## config.mk

```make
export PLATFORM = sky130hd
export DESIGN_NAME = sldsp_top
export DESIGN_NICKNAME = d
export VERILOG_FILES = /design/src/sldsp_pkg.sv /design/src/sldsp_sync.sv /design/src/sldsp_filter.sv /design/src/sldsp_top.sv
export SDC_FILE = /design/constraint.sdc
export NUM_CORES = 1
export LEC_CHECK = 0
export BUFFER_PORTS_ARGS = -buffer_cell sky130_fd_sc_hd__buf_2
export CORE_MARGIN = 5
export CORE_UTILIZATION = 56
export CTS_CLUSTER_DIAMETER = 30
export DETAILED_ROUTE_END_ITERATION = 8
export PLACE_DENSITY = 0.77
export SYNTH_ARGS = -nofsm -noshare
export SYNTH_HDL_FRONTEND = slang
export SYNTH_SLANG_ARGS = --single-unit
```

## constraint.sdc

```tcl
create_clock -name pclk -period 2.85 [get_ports pclk]
set_input_delay 0.7125 -clock pclk [delete_from_list [all_inputs] [get_ports pclk]]
set_output_delay 0.7125 -clock pclk [all_outputs]
set_load 0.01 [all_outputs]
```

## src/sldsp_pkg.sv

```systemverilog
// constants shared by the load detection and stop block
// assumes a 32-bit apb slave with byte addresses on an 8-bit offset
package sldsp_pkg;
  localparam int unsigned load_w = 10;
  localparam int unsigned offset_w = 7;
  // offset steps shift the reading by 16 counts per step
  localparam int unsigned offset_shift = 4;
  localparam int unsigned filter_len = 4;
  localparam logic [9:0] load_max = 10'h3ff;

  localparam logic [7:0] addr_config = 8'h00;
  localparam logic [7:0] addr_switch_mode = 8'h04;
  localparam logic [7:0] addr_vel_thresh = 8'h08;
  localparam logic [7:0] addr_load_status = 8'h0c;
  localparam logic [7:0] addr_latch_pos = 8'h10;
  localparam logic [7:0] addr_int_status = 8'h14;
  localparam logic [7:0] addr_int_mask = 8'h18;
  localparam logic [7:0] addr_control = 8'h1c;

  // config fields
  localparam int unsigned cfg_filter_bit = 7;
  // switch_mode_config fields
  localparam int unsigned sw_stop_left_bit = 0;
  localparam int unsigned sw_stop_right_bit = 1;
  localparam int unsigned sw_pol_left_bit = 2;
  localparam int unsigned sw_pol_right_bit = 3;
  localparam int unsigned sw_latch_left_bit = 4;
  localparam int unsigned sw_latch_right_bit = 5;
  localparam int unsigned sw_soft_stop_bit = 6;
  localparam int unsigned sw_stall_halt_bit = 7;
  // load status fields
  localparam int unsigned st_stall_bit = 16;
  localparam int unsigned st_hard_bit = 17;
  localparam int unsigned st_soft_bit = 18;
  // interrupt bits
  localparam int unsigned int_w = 4;
  localparam int unsigned int_update_bit = 0;
  localparam int unsigned int_stall_bit = 1;
  localparam int unsigned int_left_bit = 2;
  localparam int unsigned int_right_bit = 3;
  // control fields
  localparam int unsigned ctl_release_bit = 0;

  localparam logic [7:0] config_reset = 8'h00;
  localparam logic [7:0] switch_mode_reset = 8'h00;
  localparam logic [3:0] int_mask_reset = 4'h0;
endpackage

```

## src/sldsp_sync.sv

```systemverilog
// two-flop synchroniser for one asynchronous pin
// assumes the pin is free of glitches shorter than a clock period
`timescale 1ns/1ns
module sldsp_sync (
  input wire logic pclk,
  input wire logic presetn,
  input wire logic d,
  output logic q
);
  logic meta_q;

  always_ff @(posedge pclk or negedge presetn) begin
    if (!presetn) begin
      meta_q <= 1'b0;
      q <= 1'b0;
    end else begin
      meta_q <= d;
      q <= meta_q;
    end
  end
endmodule

```

## src/sldsp_filter.sv

```systemverilog
// pass-through or four-sample averaging of raw full-step load samples
// assumes sample_valid is a one-cycle pulse per full step on pclk
`timescale 1ns/1ns
module sldsp_filter #(
  parameter int unsigned W = 10
) (
  input wire logic pclk,
  input wire logic presetn,
  input wire logic filter_en,
  input wire logic sample_valid,
  input wire logic [W-1:0] sample,
  output logic out_valid,
  output logic [W-1:0] out
);
  logic [1:0] cnt_q;
  logic [W+1:0] acc_q;
  logic [W+1:0] sum;

  assign sum = acc_q + {2'b00, sample};

  always_ff @(posedge pclk or negedge presetn) begin
    if (!presetn) begin
      cnt_q <= 2'h0;
      acc_q <= '0;
      out_valid <= 1'b0;
      out <= '0;
    end else begin
      out_valid <= 1'b0;
      if (!filter_en) begin
        // restart the window so enabling always begins at a fresh set
        cnt_q <= 2'h0;
        acc_q <= '0;
        if (sample_valid) begin
          out_valid <= 1'b1;
          out <= sample;
        end
      end else if (sample_valid) begin
        if (cnt_q == 2'h3) begin
          out_valid <= 1'b1;
          out <= sum[W+1:2];
          cnt_q <= 2'h0;
          acc_q <= '0;
        end else begin
          cnt_q <= cnt_q + 2'h1;
          acc_q <= sum;
        end
      end
    end
  end
endmodule

```

## src/sldsp_top.sv

```systemverilog
// load reading, stall detection and stop requests for one axis
// assumes raw load samples, position and velocity arrive on pclk from the
// driver; reference switch pins are asynchronous
// Summary of operation
// - active reference switch latches actual position
// - stall stop is a hard stop with no deceleration ramp
// - load reading reaches zero or near it at maximum load
// - signed offset shifts reading; positive means less sensitive
// - reading rises as load falls; zero is highest load
// - filter off: one reading per full step
// - filter on: one reading per four full steps
// - filter on: reading derived from four raw measurements
// - stall halt enable stops motor at once on stall
// - load reading is 10-bit unsigned
//
// Chosen here: the APB interface to the registers and the register offsets.
`timescale 1ns/1ns
module sldsp_top #(
  parameter int unsigned POS_W = 32,
  parameter int unsigned VEL_W = 23
) (
  input wire logic pclk,
  input wire logic presetn,
  input wire logic psel,
  input wire logic penable,
  input wire logic pwrite,
  input wire logic [7:0] paddr,
  input wire logic [31:0] pwdata,
  output logic [31:0] prdata,
  output logic pready,
  output logic pslverr,
  input wire logic raw_load_valid,
  input wire logic [9:0] raw_load,
  input wire logic [POS_W-1:0] actual_position,
  input wire logic [VEL_W-1:0] actual_velocity,
  input wire logic ref_left_pin,
  input wire logic ref_right_pin,
  output logic hard_stop,
  output logic soft_stop,
  output logic irq
);
  logic [7:0] config_q;
  logic [7:0] switch_mode_config_q;
  logic [VEL_W-1:0] lower_velocity_threshold_q;
  logic [9:0] load_reading_q;
  logic load_valid_q;
  logic stall_q;
  logic [POS_W-1:0] latch_pos_q;
  logic [3:0] int_status_q;
  logic [3:0] int_mask_q;
  logic hard_stop_q;
  logic soft_stop_q;
  logic left_q;
  logic right_q;
  logic [31:0] prdata_q;

  logic ref_left_s;
  logic ref_right_s;
  logic left_act;
  logic right_act;
  logic left_rise;
  logic right_rise;
  logic filt_valid;
  logic [9:0] filt_load;
  logic signed [11:0] shifted;
  logic [9:0] load_d;
  logic stall_evt;
  logic wr_access;
  logic rd_access;
  logic setup;
  logic mapped;
  logic [31:0] rd_mux;
  logic release_wr;
  logic [3:0] int_events;
  logic [6:0] load_threshold_offset;
  logic filter_en;
  logic stall_halt_enable;

  assign load_threshold_offset = config_q[6:0];
  assign filter_en = config_q[sldsp_pkg::cfg_filter_bit];
  assign stall_halt_enable =
    switch_mode_config_q[sldsp_pkg::sw_stall_halt_bit];

  // bus decode
  assign setup = psel && !penable;
  assign wr_access = psel && penable && pwrite;
  assign rd_access = psel && penable && !pwrite;
  assign pready = 1'b1;
  assign prdata = prdata_q;

  always_comb begin
    mapped = 1'b1;
    rd_mux = 32'h0000_0000;
    unique case (paddr)
      sldsp_pkg::addr_config: rd_mux = {24'h00_0000, config_q};
      sldsp_pkg::addr_switch_mode:
        rd_mux = {24'h00_0000, switch_mode_config_q};
      sldsp_pkg::addr_vel_thresh:
        rd_mux = 32'(lower_velocity_threshold_q);
      sldsp_pkg::addr_load_status: begin
        rd_mux[9:0] = load_reading_q;
        rd_mux[sldsp_pkg::st_stall_bit] = stall_q;
        rd_mux[sldsp_pkg::st_hard_bit] = hard_stop_q;
        rd_mux[sldsp_pkg::st_soft_bit] = soft_stop_q;
      end
      sldsp_pkg::addr_latch_pos: rd_mux = 32'(latch_pos_q);
      sldsp_pkg::addr_int_status: rd_mux = {28'h000_0000, int_status_q};
      sldsp_pkg::addr_int_mask: rd_mux = {28'h000_0000, int_mask_q};
      sldsp_pkg::addr_control: rd_mux = 32'h0000_0000;
      default: mapped = 1'b0;
    endcase
  end

  assign pslverr = psel && penable && !mapped;

  // read data is captured during setup so it comes from a flop in access
  always_ff @(posedge pclk or negedge presetn) begin
    if (!presetn) begin
      prdata_q <= 32'h0000_0000;
    end else if (setup) begin
      prdata_q <= pwrite ? 32'h0000_0000 : rd_mux;
    end
  end

  always_ff @(posedge pclk or negedge presetn) begin
    if (!presetn) begin
      config_q <= sldsp_pkg::config_reset;
      switch_mode_config_q <= sldsp_pkg::switch_mode_reset;
      lower_velocity_threshold_q <= '0;
      int_mask_q <= sldsp_pkg::int_mask_reset;
    end else if (wr_access) begin
      if (paddr == sldsp_pkg::addr_config) begin
        config_q <= pwdata[7:0];
      end
      if (paddr == sldsp_pkg::addr_switch_mode) begin
        switch_mode_config_q <= pwdata[7:0];
      end
      if (paddr == sldsp_pkg::addr_vel_thresh) begin
        lower_velocity_threshold_q <= pwdata[VEL_W-1:0];
      end
      if (paddr == sldsp_pkg::addr_int_mask) begin
        int_mask_q <= pwdata[3:0];
      end
    end
  end

  assign release_wr = wr_access && (paddr == sldsp_pkg::addr_control) &&
    pwdata[sldsp_pkg::ctl_release_bit];

  // reference switches
  sldsp_sync u_sync_left (
    .pclk(pclk),
    .presetn(presetn),
    .d(ref_left_pin),
    .q(ref_left_s)
  );

  sldsp_sync u_sync_right (
    .pclk(pclk),
    .presetn(presetn),
    .d(ref_right_pin),
    .q(ref_right_s)
  );

  assign left_act = ref_left_s ^
    switch_mode_config_q[sldsp_pkg::sw_pol_left_bit];
  assign right_act = ref_right_s ^
    switch_mode_config_q[sldsp_pkg::sw_pol_right_bit];
  assign left_rise = left_act && !left_q;
  assign right_rise = right_act && !right_q;

  always_ff @(posedge pclk or negedge presetn) begin
    if (!presetn) begin
      left_q <= 1'b0;
      right_q <= 1'b0;
    end else begin
      left_q <= left_act;
      right_q <= right_act;
    end
  end

  // latch holds the position of the most recent enabled switch edge
  always_ff @(posedge pclk or negedge presetn) begin
    if (!presetn) begin
      latch_pos_q <= '0;
    end else if ((left_rise &&
                  switch_mode_config_q[sldsp_pkg::sw_latch_left_bit]) ||
                 (right_rise &&
                  switch_mode_config_q[sldsp_pkg::sw_latch_right_bit])) begin
      latch_pos_q <= actual_position;
    end
  end

  // load reading path
  sldsp_filter #(
    .W(sldsp_pkg::load_w)
  ) u_filter (
    .pclk(pclk),
    .presetn(presetn),
    .filter_en(filter_en),
    .sample_valid(raw_load_valid),
    .sample(raw_load),
    .out_valid(filt_valid),
    .out(filt_load)
  );

  // offset moves the reading up or down; clamp keeps it in 10 bits
  assign shifted = $signed({2'b00, filt_load}) +
    $signed({load_threshold_offset[6], load_threshold_offset, 4'h0});

  always_comb begin
    if (shifted < 12'sd0) begin
      load_d = 10'h000;
    end else if (shifted > 12'sd1023) begin
      load_d = sldsp_pkg::load_max;
    end else begin
      load_d = shifted[9:0];
    end
  end

  always_ff @(posedge pclk or negedge presetn) begin
    if (!presetn) begin
      load_reading_q <= 10'h000;
      load_valid_q <= 1'b0;
    end else begin
      load_valid_q <= filt_valid;
      if (filt_valid) begin
        load_reading_q <= load_d;
      end
    end
  end

  // stall qualification; low velocities give unreliable readings
  assign stall_evt = load_valid_q && (load_reading_q == 10'h000) &&
    (actual_velocity >= lower_velocity_threshold_q);

  always_ff @(posedge pclk or negedge presetn) begin
    if (!presetn) begin
      stall_q <= 1'b0;
    end else if (load_valid_q) begin
      stall_q <= stall_evt;
    end
  end

  // stop outputs; hard stop stays until software releases it
  always_ff @(posedge pclk or negedge presetn) begin
    if (!presetn) begin
      hard_stop_q <= 1'b0;
    end else if (stall_evt && stall_halt_enable) begin
      hard_stop_q <= 1'b1;
    end else if (!switch_mode_config_q[sldsp_pkg::sw_soft_stop_bit] &&
                 ((left_act &&
                   switch_mode_config_q[sldsp_pkg::sw_stop_left_bit]) ||
                  (right_act &&
                   switch_mode_config_q[sldsp_pkg::sw_stop_right_bit]))) begin
      hard_stop_q <= 1'b1;
    end else if (release_wr) begin
      hard_stop_q <= 1'b0;
    end
  end

  always_ff @(posedge pclk or negedge presetn) begin
    if (!presetn) begin
      soft_stop_q <= 1'b0;
    end else begin
      soft_stop_q <= switch_mode_config_q[sldsp_pkg::sw_soft_stop_bit] &&
        ((left_act && switch_mode_config_q[sldsp_pkg::sw_stop_left_bit]) ||
         (right_act && switch_mode_config_q[sldsp_pkg::sw_stop_right_bit]));
    end
  end

  assign hard_stop = hard_stop_q;
  assign soft_stop = soft_stop_q;

  // interrupts: an event in the clearing cycle survives the read
  assign int_events = {right_rise, left_rise, stall_evt, load_valid_q};

  always_ff @(posedge pclk or negedge presetn) begin
    if (!presetn) begin
      int_status_q <= 4'h0;
    end else if (rd_access && (paddr == sldsp_pkg::addr_int_status)) begin
      int_status_q <= int_events;
    end else begin
      int_status_q <= int_status_q | int_events;
    end
  end

  assign irq = |(int_status_q & int_mask_q);

  // checks
  property p_latch;
    @(posedge pclk) disable iff (!presetn)
      (left_rise && switch_mode_config_q[sldsp_pkg::sw_latch_left_bit])
      |=> (latch_pos_q == $past(actual_position));
  endproperty
  a_latch: assert property (p_latch)
    else $error("left switch edge did not latch position");

  property p_stall_hard;
    @(posedge pclk) disable iff (!presetn)
      (stall_evt && stall_halt_enable) |=> hard_stop_q;
  endproperty
  a_stall_hard: assert property (p_stall_hard)
    else $error("stall did not raise hard stop");

  property p_stall_hold;
    @(posedge pclk) disable iff (!presetn)
      (hard_stop_q && !release_wr) |=> hard_stop_q;
  endproperty
  a_stall_hold: assert property (p_stall_hold)
    else $error("hard stop dropped without release");

  property p_zero_floor;
    @(posedge pclk) disable iff (!presetn)
      (filt_valid && (shifted <= 12'sd0)) |=> (load_reading_q == 10'h000);
  endproperty
  a_zero_floor: assert property (p_zero_floor)
    else $error("reading not zero at full load");

  property p_offset;
    @(posedge pclk) disable iff (!presetn)
      (filt_valid && (load_threshold_offset == 7'h00))
      |=> (load_reading_q == $past(filt_load));
  endproperty
  a_offset: assert property (p_offset)
    else $error("zero offset changed the reading");

  property p_monotonic;
    @(posedge pclk) disable iff (!presetn)
      (filt_valid && (shifted > 12'sd0) && (shifted < 12'sd1023))
      |=> (load_reading_q == $past(shifted[9:0]));
  endproperty
  a_monotonic: assert property (p_monotonic)
    else $error("reading does not follow load");

  property p_unfiltered;
    @(posedge pclk) disable iff (!presetn)
      (raw_load_valid && !filter_en) |-> ##2 load_valid_q;
  endproperty
  a_unfiltered: assert property (p_unfiltered)
    else $error("unfiltered step gave no reading");

  property p_filtered_rate;
    @(posedge pclk) disable iff (!presetn)
      (filt_valid && filter_en && $stable(filter_en))
      |=> (!filt_valid)[*3];
  endproperty
  a_filtered_rate: assert property (p_filtered_rate)
    else $error("filtered readings came too fast");

  property p_stall_cond;
    @(posedge pclk) disable iff (!presetn)
      stall_evt |-> (load_reading_q == 10'h000) &&
        (actual_velocity >= lower_velocity_threshold_q) ##1 stall_q;
  endproperty
  a_stall_cond: assert property (p_stall_cond)
    else $error("stall flag not set on qualified zero reading");
endmodule

```

After elaboration in Yosys (flattened, before gate mapping):

Cells that the tools add are included.

* register bits: 156
* output and inout port bits: 37
* logic and storage cells: 105
* bits of input ports: 113

* bitwise operators: 4
* eq/ne operators: 10
* multiplexer cells: 26
* add/sub/neg operators: 3
* reductions and logical operators: 37
* magnitude comparators: 3

Operator list (count)
* $pmux W10 S7: 1
* $mux W10: 6
* $mux W12: 3
* $eq A8 B5 Y1 const B: 4
* $mux W32: 1
* $pmux W13 S2: 1
* $ge A23 B23 Y1: 1
* $logic_and A1 B1 Y1: 19
* $eq A8 B4 Y1 const B: 2
* $add A11 B11 Y12: 1
* $add A12 B10 Y12: 1
* $gt A12 B11 Y1 const B: 1
* $lt A12 B1 Y1 const B: 1
* $pmux W6 S2: 1
* $logic_not A10 Y1: 1
* $reduce_and A2 Y1: 5
* $pmux W3 S3: 1
* $eq A8 B3 Y1 const B: 1
* $logic_not A8 Y1: 1
* $mux W1: 8
* $reduce_or A8 Y1: 1
* $logic_not A1 Y1: 6
* $mux W2: 3
* $and A4 B4 Y4: 1
* 10 further kinds: 12

Depth between registers and ports, before layout:

* word-level depth: 7
* mapped depth: 11
* gate-level depth less buffers: 10

Cells and area by module:

Synthesis repeated with hierarchy kept, for this count alone.

* cell total of the unflattened synthesis: 716
* area total of the unflattened synthesis: 8049.0 µm²

Modules (own cells, without submodules)
* sldsp_top: times used 1, sequential area each 3178.0 µm², cells an instance 545, area an instance 6377.4 µm²
* sldsp_filter: times used 1, sequential area each 625.6 µm², cells an instance 167, area an instance 1571.5 µm²
* sldsp_sync: times used 2, sequential area each 50.0 µm², cells an instance 2, area an instance 50.0 µm²

Worst setup path before layout:

No wires, ideal clock.

* path type: input-to-reg
* start point: input raw_load[0]
* end point: register u_filter.out[6]
* path buffers: 0
* data required time: 2.714 ns
* arrival time: 2.321 ns
* slack: 0.393 ns
* library setup time: 0.136 ns
* stages: 9
* cells stage by stage: ha_1 fa_1 a211oi_1 o21bai_1 a21oi_1 o21ai_0 xor2_1 mux2i_1 o21ai_0

* longest elaborated chain between the ends: 4

Ends and longest elaborated chain
* from (decl): RTL line sldsp_top.sv:33 `input wire logic [9:0] raw_load,`
* $add A12 B10 Y12: RTL line sldsp_filter.sv:19 `assign sum = acc_q + {2'b00, sample};`
* $mux W10: RTL line sldsp_filter.sv:38 `if (cnt_q == 2'h3) begin`
* $mux W10: RTL line sldsp_filter.sv:37 `end else if (sample_valid) begin`
* $mux W10: RTL line sldsp_filter.sv:29 `if (!filter_en) begin`
* to (signal assigned): RTL line sldsp_filter.sv:35 `out <= sample;`
* to (signal assigned): RTL line sldsp_filter.sv:40 `out <= sum[W+1:2];`
* to (decl): RTL line sldsp_filter.sv:13 `output logic [W-1:0] out`

Every way passes these cells. The select of a mux whose other input is x is not followed.
A chain may end at the register's enable or synchronous reset.

Worst setup path in the final report:

* start point: register config_q[0]
* end point: register load_reading_q[6]

* longest elaborated chain between the ends: 4
* elaborated cells on any way between the ends: 5
* classes of those cells: 1 x add/sub; 2 x order compare; 2 x mux

Ends and longest elaborated chain
* from (decl): RTL line sldsp_top.sv:42 `logic [7:0] config_q;`
* from (signal assigned): RTL line sldsp_top.sv:127 `config_q <= sldsp_pkg::config_reset;`
* from (signal assigned): RTL line sldsp_top.sv:133 `config_q <= pwdata[7:0];`
* $add A11 B11 Y12 (*): RTL line sldsp_top.sv:208 `assign shifted = $signed({2'b00, filt_load}) +`
* $gt A12 B11 Y1: RTL line sldsp_top.sv:214 `end else if (shifted > 12'sd1023) begin`
* $mux W10: RTL line sldsp_top.sv:214
* $mux W10 (*): RTL line sldsp_top.sv:212 `if (shifted < 12'sd0) begin`
* to (signal assigned): RTL line sldsp_top.sv:228 `load_reading_q <= load_d;`
* to (decl): RTL line sldsp_top.sv:45 `logic [9:0] load_reading_q;`

Every way passes the cells marked *; elsewhere a longest branch is shown, timed or not.

==> metrics <==
outcome=completed; commonest register cell after synthesis=dfrtp_1; Synth Instances=754; Post-synth EDFFs=0; DP Worst Slack=0.0417 ns; period utilization=84.6%; Routed Wire Length=19.1 mm; DRT Pass-1 Iters=5; Reg area=0.00390 mm2; sequential fraction of the synthesis area=48.3%; largest net degree at the start of global routing=59; antenna viol nets, final=0; CORE AREA=0.0140 mm2; syn_area_per_cell=10.7 um2; H-tree levels=4; Async S/R FF share, synth=100%; post-CTS setup buffers=0; leading area contributor after synthesis=dfrtp_1; clock skew=0.0100 ns; Max IR drop VDD=0.391 mV; fin nets=1052; Netlist cell types=62; Remaining DRCs=0; io pins=150; CTS-repair resized insts=0; worst reg-to-reg path cell count=10; gpl congestion=0.876; CTS clock-pin slew for the worst setup and hold paths=0.07 ns; Post-Route Setup TNS=0 ns; multi-input gate area in the final layout=0.00382 mm2; # diodes=0; Die X=130 um; GRT Total Usage=23.1%; most frequent cells in the layout=dfrtp_1, buf_2, nand2_1; Vias/cell=5.55; Buffers on Ports=139; crit path kind=flip-flop to flip-flop; relative slew slack=60.7%; share of layout cells above drive strength 1=28.9%; commonest non-fill, non-tap cell in the layout=dfrtp_1; first-pass GRT wire length=30.5 mm; Syn. warnings=0; Final setup viols=0; fillcell total=1067; final setup margin=0.440 ns; CP required=3.14 ns; Final Slew Violations=0; total CTS buffers=17; final worst path period need=2.41 ns; f_max=415 MHz; Site Rows=43; Die Ht=130 um; DR vias=6054; CTS root buf=clkbuf_16; CTS sink cnt=156; CTS max path bufs=2; synthesized area=0.00808 mm2; DP HPWL=14.2 mm; Critical Path AT=2.70 ns; crit end category=flip-flop; initial core utilization=57.7%; final hold viol count=0; WL/cell=17.6 um; top post-synthesis cells by area=dfrtp_1, mux2_2, ha_1; RSZ-0062 raised after global routing=no; Leak=0.00471 uW; #FFs+latches synth=156; Area Growth Syn to Fin=18.5%; Slew @ Worst Pin=0.589 ns; CP Max Fanout=10; crit start category=flip-flop; Hold Buf Count CTS=0; Power Density=528 mW/mm2; post-layout util=68.4%; Synth top area share=48.3%; Hold WC Path Type=input port to asynchronous set/reset pin; Syn Nets=909; vias in the first global route=6071; max-cap viol count=0; die footprint=0.0169 mm2; CTS tree=built; initial antenna violation count=1; grt ovf=0; Initial DRC Count=360; worst skew pair latency=0.42 ns
[metrics by stage]
stage | std cells | area, um2 | hold slack [ns] | power, uW
2_1_floorplan | 754 | 8080 | 0.331 | 2660
3_3_place_gp | 1058 | 8990 | 0.334 | 2860
3_5_place_dp | 1058 | 8990 | 0.341 | 2880
4_1_cts | 1090 | 9570 | 0.236 | 5090
5_1_grt | 1090 | 9570 | 0.255 | 5260
6_report | 1090 | 9570 | 0.219 | 5050
[power by group]
part           internal (uW)  switching (uW)
Combinational            206             245
Sequential              2310            70.1
Clock                   1230             985
[Yosys cell counts (all sizes together), types with 2 or more instances]
cell type / number
o21ai: 53
o21bai: 2
o22ai: 13
clkbuf: 13
xor2: 6
nor4b: 2
a211oi: 4
a221o: 2
nor3b: 3
a22oi: 16
nor2: 38
nor4: 4
inv: 52
and2: 6
a21boi: 5
mux2i: 24
ha: 40
and3: 4
nand2: 81
a21o: 12
nand2b: 9
a31oi: 2
a221oi: 8
xnor2: 6
a311o: 2
nand4: 5
nor3: 9
a21oi: 35
nor2b: 18
buf: 18
or4: 3
nand3b: 4
mux2: 77
or3: 2
dfrtp: 156
fa: 2
o31ai: 3
nand3: 7
[metal layers]
layer	track usage, %	wire length (um)	vias up
met5	0	7	-
met4	7.03	360	2
met3	4.58	1150	28
met2	40.3	9750	152
met1	29.2	7860	2928
li1	-	-	2944
[worst max-delay path, stage by stage (launching register included)]
cell	delay, ns
dfrtp_1	0.41
ha_1	0.19
inv_1	0.05
fa_1	0.41
nor2b_1	0.12
o21ai_0	0.13
a21boi_2	0.21
nor2_1	0.07
a311o_1	0.46
nor2_1	0.16
o22ai_1	0.08
[worst paths after layout]
check / slack (ns) / endpoint / startpoint
max: 0.44 / load_reading_q[6] / config_q[0]
min: 0.22 / prdata[15] / presetn
max reg2reg: 0.44 / load_reading_q[6] / config_q[0]
min reg2reg: 0.35 / u_sync_right.q / u_sync_right.meta_q
max in group asynchronous: 1.96 / u_filter.acc_q[6] / presetn
min in group pclk: 0.35 / u_sync_right.q / u_sync_right.meta_q
[state kept, by name, summed over array words and instances (netlist names), 4 cells and up]
register and cells:
u_filter.acc_q 12, int_mask_q 4, u_filter.out 10, latch_pos_q 32, lower_velocity_threshold_q 23, load_reading_q 10
config_q 8, int_status_q 4, prdata 32, switch_mode_config_q 8
[kinds of logic (layout without fill, tap and decap cells)]
family,count (synthesis),after routing,synth area share (%)
other,1,1,0.0464
DFF,156,156,48.3
AOI/OAI and AO/OA,162,162,12.9
adders and majority gates,42,42,6.69
buffers and inverters,83,239,4.35
and+or+nand+nor,197,197,12.7
muxes,101,101,13.7
xor gates and xnor gates,12,12,1.30
[final cells by class]
cell class,instances,share of cell area (%)
Clock buffer,17,4.45
Timing Repair Buffer,155,8.85
Sequential cell,156,40.8
Clock inverter,15,1.61
Tap cell,180,2.35
Multi-Input combinational cell,515,39.9
Inverter,52,2.04
(Power assumes the default switching activity.)
